### config.mk
export PLATFORM = sky130hd
export DESIGN_NAME = ilp_top
export DESIGN_NICKNAME = d
export VERILOG_FILES = /design/src/rtl/ilp_pkg.sv /design/src/rtl/ilp_edge_sync.sv /design/src/rtl/ilp_top.sv
export VERILOG_INCLUDE_DIRS = /design/src /design/src/rtl
export SDC_FILE = /design/constraint.sdc
export NUM_CORES = 1
export LEC_CHECK = 0
export ABC_AREA = 0
export BUFFER_PORTS_ARGS = -buffer_cell sky130_fd_sc_hd__buf_2
export CORE_MARGIN = 8
export CORE_UTILIZATION = 35
export DETAILED_ROUTE_END_ITERATION = 8
export SKIP_LAST_GASP = 1
export SYNTH_ARGS = -nofsm -noshare
export SYNTH_HDL_FRONTEND = slang
export SYNTH_SLANG_ARGS = --single-unit
### constraint.sdc
create_clock -name clk -period 6.11 [get_ports clk]
set_clock_uncertainty 0.15 [all_clocks]
set_input_delay 0.9165 -clock clk [delete_from_list [all_inputs] [get_ports clk]]
set_output_delay 0.9165 -clock clk [all_outputs]
set_load 0.005 [all_outputs]
### src/rtl/ilp_regs.svh
// register offsets, bit positions and reset values of the irq/low-power block
`ifndef ILP_REGS_SVH
`define ILP_REGS_SVH
`define ILP_AW             10
`define ILP_ADDR_CTRL0     10'h000
`define ILP_ADDR_TIMER     10'h002
`define ILP_ADDR_ADSER     10'h003
`define ILP_ADDR_RAMKEPT   10'h021
`define ILP_BIT_IE         0
`define ILP_BIT_EXT_PEND   2
`define ILP_BIT_EXT_MASK   3
`define ILP_BIT_TB_PEND    0
`define ILP_BIT_TB_MASK    1
`define ILP_BIT_TC_PEND    2
`define ILP_BIT_TC_MASK    3
`define ILP_BIT_AD_PEND    0
`define ILP_BIT_AD_MASK    1
`define ILP_BIT_SER_PEND   2
`define ILP_BIT_SER_MASK   3
`define ILP_BIT_RAMKEPT    3
`define ILP_RST_PEND       5'h00
`define ILP_RST_MASK       5'h1F
`define ILP_VEC_EXT        3'h0
`define ILP_VEC_TB         3'h1
`define ILP_VEC_TC         3'h2
`define ILP_VEC_AD         3'h3
`define ILP_VEC_SER        3'h4
`endif

### src/rtl/ilp_pkg.sv
// types shared by the irq/low-power block
package ilp_pkg;
  typedef enum logic [1:0]
  {
    ILP_ACTIVE  = 2'h0,
    ILP_STANDBY = 2'h1,
    ILP_STOP    = 2'h3
  } ilp_mode_t;

  // one bit per source, highest priority first
  typedef struct packed
  {
    logic ext;
    logic tb;
    logic tc;
    logic ad;
    logic ser;
  } ilp_src_t;
endpackage

### src/rtl/ilp_edge_sync.sv
// two-stage synchroniser with falling-edge pulse for a pin input
`timescale 1ns/1ns
module ilp_edge_sync
(
  input  wire logic clk,
  input  wire logic nrst,
  input  wire logic pin,
  output logic      level,
  output logic      fall
);
  logic meta_ff;
  logic sync_ff;
  logic prev_ff;
  logic nxt_meta;
  logic nxt_sync;
  logic nxt_prev;

  always_comb
  begin
    nxt_meta = pin;
    nxt_sync = meta_ff;
    nxt_prev = sync_ff;
  end

  // idle high so a high pin at release is no edge; a low pin at release gives one fall pulse
  always_ff @(posedge clk)
  begin
    if (!nrst)
    begin
      meta_ff <= 1'b1;
      sync_ff <= 1'b1;
      prev_ff <= 1'b1;
    end
    else
    begin
      meta_ff <= nxt_meta;
      sync_ff <= nxt_sync;
      prev_ff <= nxt_prev;
    end
  end

  assign level = sync_ff;
  assign fall  = prev_ff & ~sync_ff;
endmodule

### src/rtl/ilp_top.sv
// interrupt flags, masks, enable and power-mode control
`timescale 1ns/1ns
`include "ilp_regs.svh"
module ilp_top
(
  input  wire logic                clk,
  input  wire logic                nrst,
  input  wire logic [`ILP_AW-1:0]  ram_addr,
  input  wire logic                ram_wr,
  input  wire logic [3:0]          ram_wdata,
  output logic [3:0]               ram_rdata,
  output logic                     ram_hit,
  input  wire logic                ext_func_sel,
  input  wire logic                external_irq_input_n,
  input  wire logic                stop_release_pin_n,
  input  wire ilp_pkg::ilp_src_t   periph_event,
  input  wire logic                standby_instruction,
  input  wire logic                stop_instruction,
  input  wire logic                return_from_interrupt_instruction,
  input  wire logic                irq_take,
  input  wire logic                instr_done,
  output logic                     irq_req,
  output logic [2:0]               irq_vector,
  output logic                     sleep_cancel,
  output logic                     cpu_clk_en,
  output logic                     osc_run,
  output logic                     periph_reset,
  output logic                     port_hold,
  output logic                     restart_at_zero,
  output logic                     ram_kept_flag
);
  ilp_pkg::ilp_mode_t mode_ff;
  ilp_pkg::ilp_mode_t nxt_mode;
  ilp_pkg::ilp_src_t  pend_ff;
  ilp_pkg::ilp_src_t  nxt_pend;
  ilp_pkg::ilp_src_t  mask_ff;
  ilp_pkg::ilp_src_t  nxt_mask;
  ilp_pkg::ilp_src_t  set_ev;
  ilp_pkg::ilp_src_t  clr_ev;
  ilp_pkg::ilp_src_t  live;
  logic               ie_ff;
  logic               nxt_ie;
  logic               ram_kept_ff;
  logic               nxt_ram_kept;
  logic               wake_hold_ff;
  logic               nxt_wake_hold;
  logic               irq_req_ff;
  logic               nxt_irq_req;
  logic [2:0]         vec_ff;
  logic [2:0]         nxt_vec;
  logic               cancel_ff;
  logic               nxt_cancel;
  logic               restart_ff;
  logic               nxt_restart;
  logic [3:0]         rdata_ff;
  logic [3:0]         nxt_rdata;
  logic               hit_ff;
  logic               nxt_hit;
  logic               ext_fall;
  logic               release_level_n;
  logic               any_live;
  logic               sleep_req;

  function automatic logic wr_clr(input logic [`ILP_AW-1:0] a,
                                  input logic [`ILP_AW-1:0] reg_a,
                                  input logic [3:0]         d,
                                  input int                 b);
    wr_clr = ram_wr && (a == reg_a) && !d[b];
  endfunction

  function automatic logic [2:0] prio_vec(input ilp_pkg::ilp_src_t s);
    if (s.ext)
      prio_vec = `ILP_VEC_EXT;
    else if (s.tb)
      prio_vec = `ILP_VEC_TB;
    else if (s.tc)
      prio_vec = `ILP_VEC_TC;
    else if (s.ad)
      prio_vec = `ILP_VEC_AD;
    else
      prio_vec = `ILP_VEC_SER;
  endfunction

  ilp_edge_sync u_ext_sync
  (
    .clk   (clk),
    .nrst  (nrst),
    .pin   (external_irq_input_n),
    .level (),
    .fall  (ext_fall)
  );

  // release pin is low-active; held low for the stabilisation time
  ilp_edge_sync u_rel_sync
  (
    .clk   (clk),
    .nrst  (nrst),
    .pin   (stop_release_pin_n),
    .level (release_level_n),
    .fall  ()
  );

  assign live      = pend_ff & ~mask_ff;
  assign any_live  = |live;
  assign sleep_req = standby_instruction | stop_instruction;

  // flag and mask state
  always_comb
  begin
    set_ev     = periph_event;
    set_ev.ext = ext_fall && ext_func_sel;
    clr_ev.ext = wr_clr(ram_addr, `ILP_ADDR_CTRL0, ram_wdata,
                        `ILP_BIT_EXT_PEND);
    clr_ev.tb  = wr_clr(ram_addr, `ILP_ADDR_TIMER, ram_wdata,
                        `ILP_BIT_TB_PEND);
    clr_ev.tc  = wr_clr(ram_addr, `ILP_ADDR_TIMER, ram_wdata,
                        `ILP_BIT_TC_PEND);
    clr_ev.ad  = wr_clr(ram_addr, `ILP_ADDR_ADSER, ram_wdata,
                        `ILP_BIT_AD_PEND);
    clr_ev.ser = wr_clr(ram_addr, `ILP_ADDR_ADSER, ram_wdata,
                        `ILP_BIT_SER_PEND);
    // writing 1 to a flag does nothing; set beats clear
    nxt_pend = (pend_ff & ~clr_ev) | set_ev;
    nxt_mask = mask_ff;
    nxt_ie   = ie_ff;
    if (ram_wr && ram_addr == `ILP_ADDR_CTRL0)
    begin
      nxt_ie       = ram_wdata[`ILP_BIT_IE];
      nxt_mask.ext = ram_wdata[`ILP_BIT_EXT_MASK];
    end
    if (ram_wr && ram_addr == `ILP_ADDR_TIMER)
    begin
      nxt_mask.tb = ram_wdata[`ILP_BIT_TB_MASK];
      nxt_mask.tc = ram_wdata[`ILP_BIT_TC_MASK];
    end
    if (ram_wr && ram_addr == `ILP_ADDR_ADSER)
    begin
      nxt_mask.ad  = ram_wdata[`ILP_BIT_AD_MASK];
      nxt_mask.ser = ram_wdata[`ILP_BIT_SER_MASK];
    end
    if (return_from_interrupt_instruction)
      nxt_ie = 1'b1;
    if (irq_take)
      nxt_ie = 1'b0;
    // stop holds flags, masks and enable in their reset state
    if (mode_ff == ilp_pkg::ILP_STOP)
    begin
      nxt_pend = `ILP_RST_PEND;
      nxt_mask = `ILP_RST_MASK;
      nxt_ie   = 1'b0;
    end
  end

  // power-mode state
  always_comb
  begin
    nxt_mode      = mode_ff;
    nxt_ram_kept  = ram_kept_ff;
    nxt_wake_hold = wake_hold_ff;
    nxt_cancel    = 1'b0;
    nxt_restart   = 1'b0;
    if (ram_wr && ram_addr == `ILP_ADDR_RAMKEPT)
      nxt_ram_kept = ram_wdata[`ILP_BIT_RAMKEPT];
    if (instr_done)
      nxt_wake_hold = 1'b0;
    unique case (mode_ff)
      ilp_pkg::ILP_ACTIVE:
      begin
        if (sleep_req && !ie_ff && any_live)
          nxt_cancel = 1'b1;
        else if (stop_instruction)
          nxt_mode = ilp_pkg::ILP_STOP;
        else if (standby_instruction)
          nxt_mode = ilp_pkg::ILP_STANDBY;
      end
      ilp_pkg::ILP_STANDBY:
      begin
        // wake on any unmasked flag, whatever the enable
        if (any_live)
        begin
          nxt_mode      = ilp_pkg::ILP_ACTIVE;
          nxt_wake_hold = 1'b1;
        end
      end
      ilp_pkg::ILP_STOP:
      begin
        if (!release_level_n)
        begin
          nxt_mode     = ilp_pkg::ILP_ACTIVE;
          nxt_ram_kept = 1'b1;
          nxt_restart  = 1'b1;
        end
      end
      default:
        nxt_mode = ilp_pkg::ILP_ACTIVE;
    endcase
  end

  // request, vector and read-back
  always_comb
  begin
    nxt_irq_req = ie_ff && any_live && !wake_hold_ff
                  && mode_ff == ilp_pkg::ILP_ACTIVE;
    nxt_vec     = prio_vec(live);
    nxt_hit     = 1'b1;
    nxt_rdata   = 4'h0;
    unique case (ram_addr)
      `ILP_ADDR_CTRL0:
        nxt_rdata = {mask_ff.ext, pend_ff.ext, 1'b0, ie_ff};
      `ILP_ADDR_TIMER:
        nxt_rdata = {mask_ff.tc, pend_ff.tc, mask_ff.tb, pend_ff.tb};
      `ILP_ADDR_ADSER:
        nxt_rdata = {mask_ff.ser, pend_ff.ser, mask_ff.ad, pend_ff.ad};
      `ILP_ADDR_RAMKEPT:
        nxt_rdata = {ram_kept_ff, 3'h0};
      default:
        nxt_hit = 1'b0;
    endcase
  end

  always_ff @(posedge clk)
  begin
    if (!nrst)
    begin
      mode_ff      <= ilp_pkg::ILP_ACTIVE;
      pend_ff      <= `ILP_RST_PEND;
      mask_ff      <= `ILP_RST_MASK;
      ie_ff        <= 1'b0;
      ram_kept_ff  <= 1'b0;
      wake_hold_ff <= 1'b0;
      irq_req_ff   <= 1'b0;
      vec_ff       <= 3'h0;
      cancel_ff    <= 1'b0;
      restart_ff   <= 1'b0;
      rdata_ff     <= 4'h0;
      hit_ff       <= 1'b0;
    end
    else
    begin
      mode_ff      <= nxt_mode;
      pend_ff      <= nxt_pend;
      mask_ff      <= nxt_mask;
      ie_ff        <= nxt_ie;
      ram_kept_ff  <= nxt_ram_kept;
      wake_hold_ff <= nxt_wake_hold;
      irq_req_ff   <= nxt_irq_req;
      vec_ff       <= nxt_vec;
      cancel_ff    <= nxt_cancel;
      restart_ff   <= nxt_restart;
      rdata_ff     <= nxt_rdata;
      hit_ff       <= nxt_hit;
    end
  end

  assign irq_req         = irq_req_ff;
  assign irq_vector      = vec_ff;
  assign sleep_cancel    = cancel_ff;
  assign restart_at_zero = restart_ff;
  assign ram_kept_flag   = ram_kept_ff;
  assign ram_rdata       = rdata_ff;
  assign ram_hit         = hit_ff;
  // RAM itself lives outside and is never cleared here
  assign cpu_clk_en   = mode_ff == ilp_pkg::ILP_ACTIVE;
  assign osc_run      = mode_ff != ilp_pkg::ILP_STOP;
  assign periph_reset = mode_ff == ilp_pkg::ILP_STOP;
  assign port_hold    = mode_ff == ilp_pkg::ILP_STANDBY;
endmodule

; ---- Word level (Yosys, flattened, before mapping)
; Index checks and enable logic that the tools add are counted.
[totals]
in_bits = 30
ff_bits = 31
ram_bits = 0
n_memories = 0
latch_bits = 0
out_inout_bits = 16
mem_bits_ro = 0
[classes]
order_cmp = 0
multipliers = 0
n_bitwise = 9
n_reduce_logical = 32
n_div = 0
add_sub_neg = 0
eq_ne = 10
n_shift = 0
muxes = 21
[ops]
columns = op, n
row1 = $eq 10x2->1 const B, 2
row2 = $pmux 4 s4, 1
row3 = $logic_and 1x1->1, 15
row4 = $mux 1, 12
row5 = $mux 2, 6
row6 = $and 5x5->5, 2
row7 = $eq 10x6->1 const B, 1
row8 = $logic_not 10->1, 1
row9 = $not 5->5, 2
row10 = $reduce_or 4->1, 2
row11 = $ne 2x2->1 const B, 3
row12 = $pmux 2 s3, 1
row13 = $reduce_or 3->1, 2
row14 = $or 5x5->5, 1
row15 = $reduce_or 5->1, 1
row16 = $logic_not 1->1, 4
row17 = $reduce_and 2->1, 2
row18 = $reduce_and 4->1, 1
row19 = $reduce_or 2->1, 2
row20 = $mux 3, 1
row21 = $ne 3x3->1 const B, 1
row22 = $eq 2x1->1 const B, 1
row23 = $eq 2x2->1 const B, 1
row24 = $logic_not 2->1, 1
row25 = other kinds (5), 6

; ---- Depth between registers and ports, before layout
[depth]
word_depth = 6
ltp_mapped = 5
depth_no_buf = 5

; ---- Modules after synthesis
; From an unflattened synthesis, not the netlist that was laid out.
[unflattened]
hier_cells = 146
hier_area_um2 = 1365.1
[by_module_without_submodules]
columns = module, area_each_um2, instances, cells_each, seq_area_each_um2
row1 = ilp_top, 1194.9, 1, 132, 520.5
row2 = ilp_edge_sync, 85.1, 2, 7, 60.1

; ---- Least setup slack after synthesis
; Ideal clock, no wire load.
[synth_timing]
path_kind = input -> register
from = input ram_addr[3]
to = register ram_kept_ff, in the netlist ram_kept_flag
path_buffers = 1
slack_ns = 3.500
arrival_ns = 2.345
t_required_ns = 5.845
cell_stages = 5
path_cell_list = or4_4 > buf_6 > nor4_1 > mux2_2 > o21a_1
[synth_between]
elab_chain_len = 5
[synth_lines]
columns = item, line_no
row1 = "start, declared", ilp_top.sv:8  ; input wire logic [`ILP_AW-1:0] ram_addr,
row2 = $eq 10x6->1 *, --
row3 = $logic_and 1x1->1 (no source line) *, --
row4 = $mux 1 *, ilp_top.sv:162  ; if (ram_wr && ram_addr == `ILP_ADDR_RAMKEPT)
row5 = $mux 1, ilp_top.sv:187  ; if (!release_level_n)
row6 = $mux 1 *, ilp_top.sv:166  ; unique case (mode_ff)
row7 = "end signal, assigned", ilp_top.sv:244  ; ram_kept_ff <= nxt_ram_kept;
row8 = "end, declared", ilp_top.sv:43  ; logic ram_kept_ff;
; Every way passes the cells marked *; elsewhere a longest branch is shown, timed or not.
; A chain may end at the register's enable or synchronous reset.

; ---- Final worst setup path
[layout_timing]
from = input ram_addr[3]
to = register rdata_ff[1], in the netlist ram_rdata[1]
[layout_between]
elab_chain_len = 2
[layout_lines]
columns = item, line_no
row1 = $eq 10x6->1 (tied with other cells), ilp_top.sv:207  ; unique case (ram_addr)
row2 = $pmux 4 s4 *, ilp_top.sv:207
row3 = "end signal, assigned", ilp_top.sv:250  ; rdata_ff <= nxt_rdata;
row4 = "end, declared", ilp_top.sv:55  ; logic [3:0] rdata_ff;
; Marked as above.

==> impl_metrics.csv <==
group,metric,value,unit
cells_and_area,finalNetCount,220,
grt,grt_antenna_before_repair,0,
grt,met2_usage,0.173,
pwr,power_density,260,mW/mm2
critical_path,r2r_slack,4450,ps
hold_path,min_from,"u_rel_sync.meta_ff",
synth,ys_ff_latch,31,
cells_and_area,n_antenna_cell,0,
detailed_routing,drtIter0Drc,44,
die,start_util,0.368,
critical_path,r2r-end,"wake_hold_ff",
timing,hold_slack,261,ps
synth,synth-seq-area-share,0.458,
critical_path,ff2ff_path_depth,4,
hold_path,hold_end,"u_rel_sync.level",
clock_tree,post_cts_buffers,0,
timing,hold_viol,0,
hold_path,hp-class,"register to register",
clock_tree,clk_path_buf_depth,2,
clock_tree,cts_sinks,31,
die,dieWidth,78.3,um
detailed_routing,drcViolationCount,0,
critical_path,critPathSlowestCell,"nor4b_1",
place,gp_congestion,0.826,
timing,fmax,0.405,GHz
critical_path,critPathMaxFanout,6,
die,core_region_area,0.00369,mm2
grt,globalRouteMet1Util,0.138,
clock_tree,clkLatencyLatePin,280,ps
cells_and_area,fin_cells,239,
clock_tree,cts_buffers,5,
timing,slew_violations,0,
clock_tree,hold_buffers,0,
hold_path,hold_depth,1,
place,io_buffers,44,
timing,relSlewSlack,0.540,
run,maxCapViolCount,0,
detailed_routing,drt-total-wl,3.29,mm
cells_and_area,area_growth_syn_to_layout,26.1,%
timing,rsz0062_at_grt,"no",
clock_tree,htreeDepth,2,
grt,grt_start_max_net_pins,18,
die,die_h,78.3,um
clock_tree,cts_tree,"done",
cells_and_area,fillCellCount,377,
die,io_pins,46,
run_status,outcome,"complete, no violations",
grt,track_usage,0.114,
cells_and_area,drive_gt1_frac,0.319,
timing,final.period_utilization,0.404,
critical_path,path_cells,"buf_2, or4_4, nor4b_1, a22oi_1, nor2_1",
detailed_routing,vias,1210,
place,hpwl,2.56,mm
critical_path,cp_num_buf_inv,1,
timing,postLayoutSetupSlackWorst,3640,ps
clock_tree,path_clk_slew,60,ps
critical_path,cp.required,6180,ps
synth,syn_nets,174,
clock_tree,cts-resized-gates,0,
critical_path,crit_type,"primary input to register",
die,die_area,0.00612,mm2
timing,finalSetupViolations,0,
synth,synth_warnings,0,
detailed_routing,first_pass_iters,4,
grt,grt_pass1_vias,1223,
critical_path,cp_slowest_stage_delay,640,ps
detailed_routing,viasPerCell,5.06,
timing,worst_pin_slew,681,ps
synth,synth.distinct_cells,43,
grt,grt_pass1_wl,5.72,mm
clock_tree,cts-root-buf,"clkbuf_8",
synth,syn_area,0.00136,mm2
critical_path,reg2reg_from,"pend_ff[1]",
pwr,vdd_drop_max,137,uV
detailed_routing,antenna_left,0,
synth,syn_area_per_cell,9.42,um2
critical_path,critPathArrivalTime,2540,ps
synth,synthCells,144,
critical_path,cp_top_family,"simple AND/OR/NAND/NOR gates",
place,pre_cts_slack,3340,ps
critical_path,crit_path_end_kind,"register",
detailed_routing,wl_per_cell,13.8,um
grt,globalRoute.totalOverflow,0,
pwr,power.leakage,0.731,nW
grt,busiest_layer,"met2",
die,rows,22,
timing,period_needed,2470,ps
grt,grt_use_met3,0.0444,
place,dpl.cell_count,231,
timing,fin_setup_tns,0,ps
critical_path,critPathLaunchType,"primary input",
area by class of cell:
class / count / area [um2] / area share
multi-input cells: 100 / 679 / 0.397
flip-flops and latches: 31 / 621 / 0.363
repair buffers: 44 / 220 / 0.129
clock buffers: 8 / 100 / 0.0585
well taps: 48 / 60.1 / 0.0351
inverters: 8 / 30.0 / 0.0176
kinds of logic (layout without fill, tap and decap cells):
family          count (synthesis)  in the layout  synth area share
compound gates                 34             34             0.177
xor+xnor                        1              1           0.00646
mux                             4              4            0.0323
buf+inv                        13             60            0.0415
flops                          31             31             0.458
simple gates                   61             61             0.285
synthesized netlist by cell type, drive strengths merged:
master | number | area share
a21o | 3 | 0.017
or3b | 1 | 0.0065
nor3 | 4 | 0.018
and2 | 3 | 0.014
nand3b | 4 | 0.022
nand4 | 1 | 0.0046
buf | 1 | 0.0083
dfxtp | 31 | 0.46
o21ai | 5 | 0.018
or4 | 2 | 0.014
mux2 | 3 | 0.025
o21a | 4 | 0.022
or3 | 2 | 0.013
clkbuf | 4 | 0.011
a21oi | 6 | 0.022
nor3b | 3 | 0.017
nand2b | 7 | 0.032
a31oi | 2 | 0.0092
xnor2 | 1 | 0.0065
nand3 | 3 | 0.011
mux2i | 1 | 0.0074
nor4 | 4 | 0.034
and3 | 2 | 0.0092
a211o | 2 | 0.013
nor2b | 6 | 0.028
a21boi | 2 | 0.011
inv | 8 | 0.022
nor2 | 11 | 0.030
nand4b | 1 | 0.0065
o211a | 1 | 0.0074
a41o | 2 | 0.015
nor4b | 1 | 0.0065
a41oi | 1 | 0.0065
o22a | 1 | 0.0065
a22oi | 3 | 0.017
a32oi | 2 | 0.013
nand2 | 6 | 0.018
state kept, by name (all words and copies together) (netlist names), 2 cells and up:
| register | cells |
|---|---|
| pend_ff | 5 |
| ram_rdata | 4 |
| mode_ff | 2 |
| mask_ff | 5 |
| irq_vector | 3 |
where the power goes:
group	switching [mW]	internal (mW)	leakage, nW
sequential	0.00562	0.211	0.253
clock	0.0706	0.103	0.0515
combinational	0.0293	0.0255	0.426
total	0.105	0.339	0.731
worst register-to-register path: stages (launching register included):
cell      delay (ps)
dfxtp_1          330
nor2b_1          170
nor3_1           510
a21boi_0         190
o21a_1           210
per-stage QoR:
step | instance area [um2] | power, mW | utilization
3_5_place_dp | 1610 | 0.276 | 0.437
2_1_floorplan | 1360 | 0.251 | -
3_3_place_gp | 1610 | 0.274 | 0.437
4_1_cts | 1710 | 0.450 | 0.464
6_report | 1710 | 0.444 | 0.464
5_1_grt | 1710 | 0.469 | 0.464
metal layers:
layer / up-vias / share of wire
met1: 556 / 0.46
li1: 608 / -
met5: - / 0
met4: 0 / 0.018
met2: 39 / 0.44
met3: 7 / 0.078
worst max path at each step:
stage          slack [ps]  cells past startpoint             to        start
2_1_floorplan        3500                      5  ram_kept_flag  ram_addr[3]
3_3_place_gp         3330                      5   ram_rdata[1]  ram_addr[3]
3_5_place_dp         3340                      5     mask_ff[0]  ram_addr[3]
4_1_cts              3640                      5     mask_ff[1]  ram_addr[3]
5_1_grt              3560                      5     mask_ff[1]  ram_addr[3]
6_report             3640                      5   ram_rdata[1]  ram_addr[3]
placed cells by master (no fill, tap or decap), types with 3 or more instances in the layout:
master	count
and2_1	3
dfxtp_1	31
o21a_1	4
nor3_1	3
a21oi_1	6
nand3b_1	4
inv_1	8
o21ai_0	5
clkbuf_8	7
nor2b_1	6
nor2_1	11
buf_2	44
nand3_1	3
nor3b_1	3
a21o_1	3
nand2b_1	7
nand2_1	5
mux2_2	3
a22oi_1	3
Power figures use the tool's default switching activity.
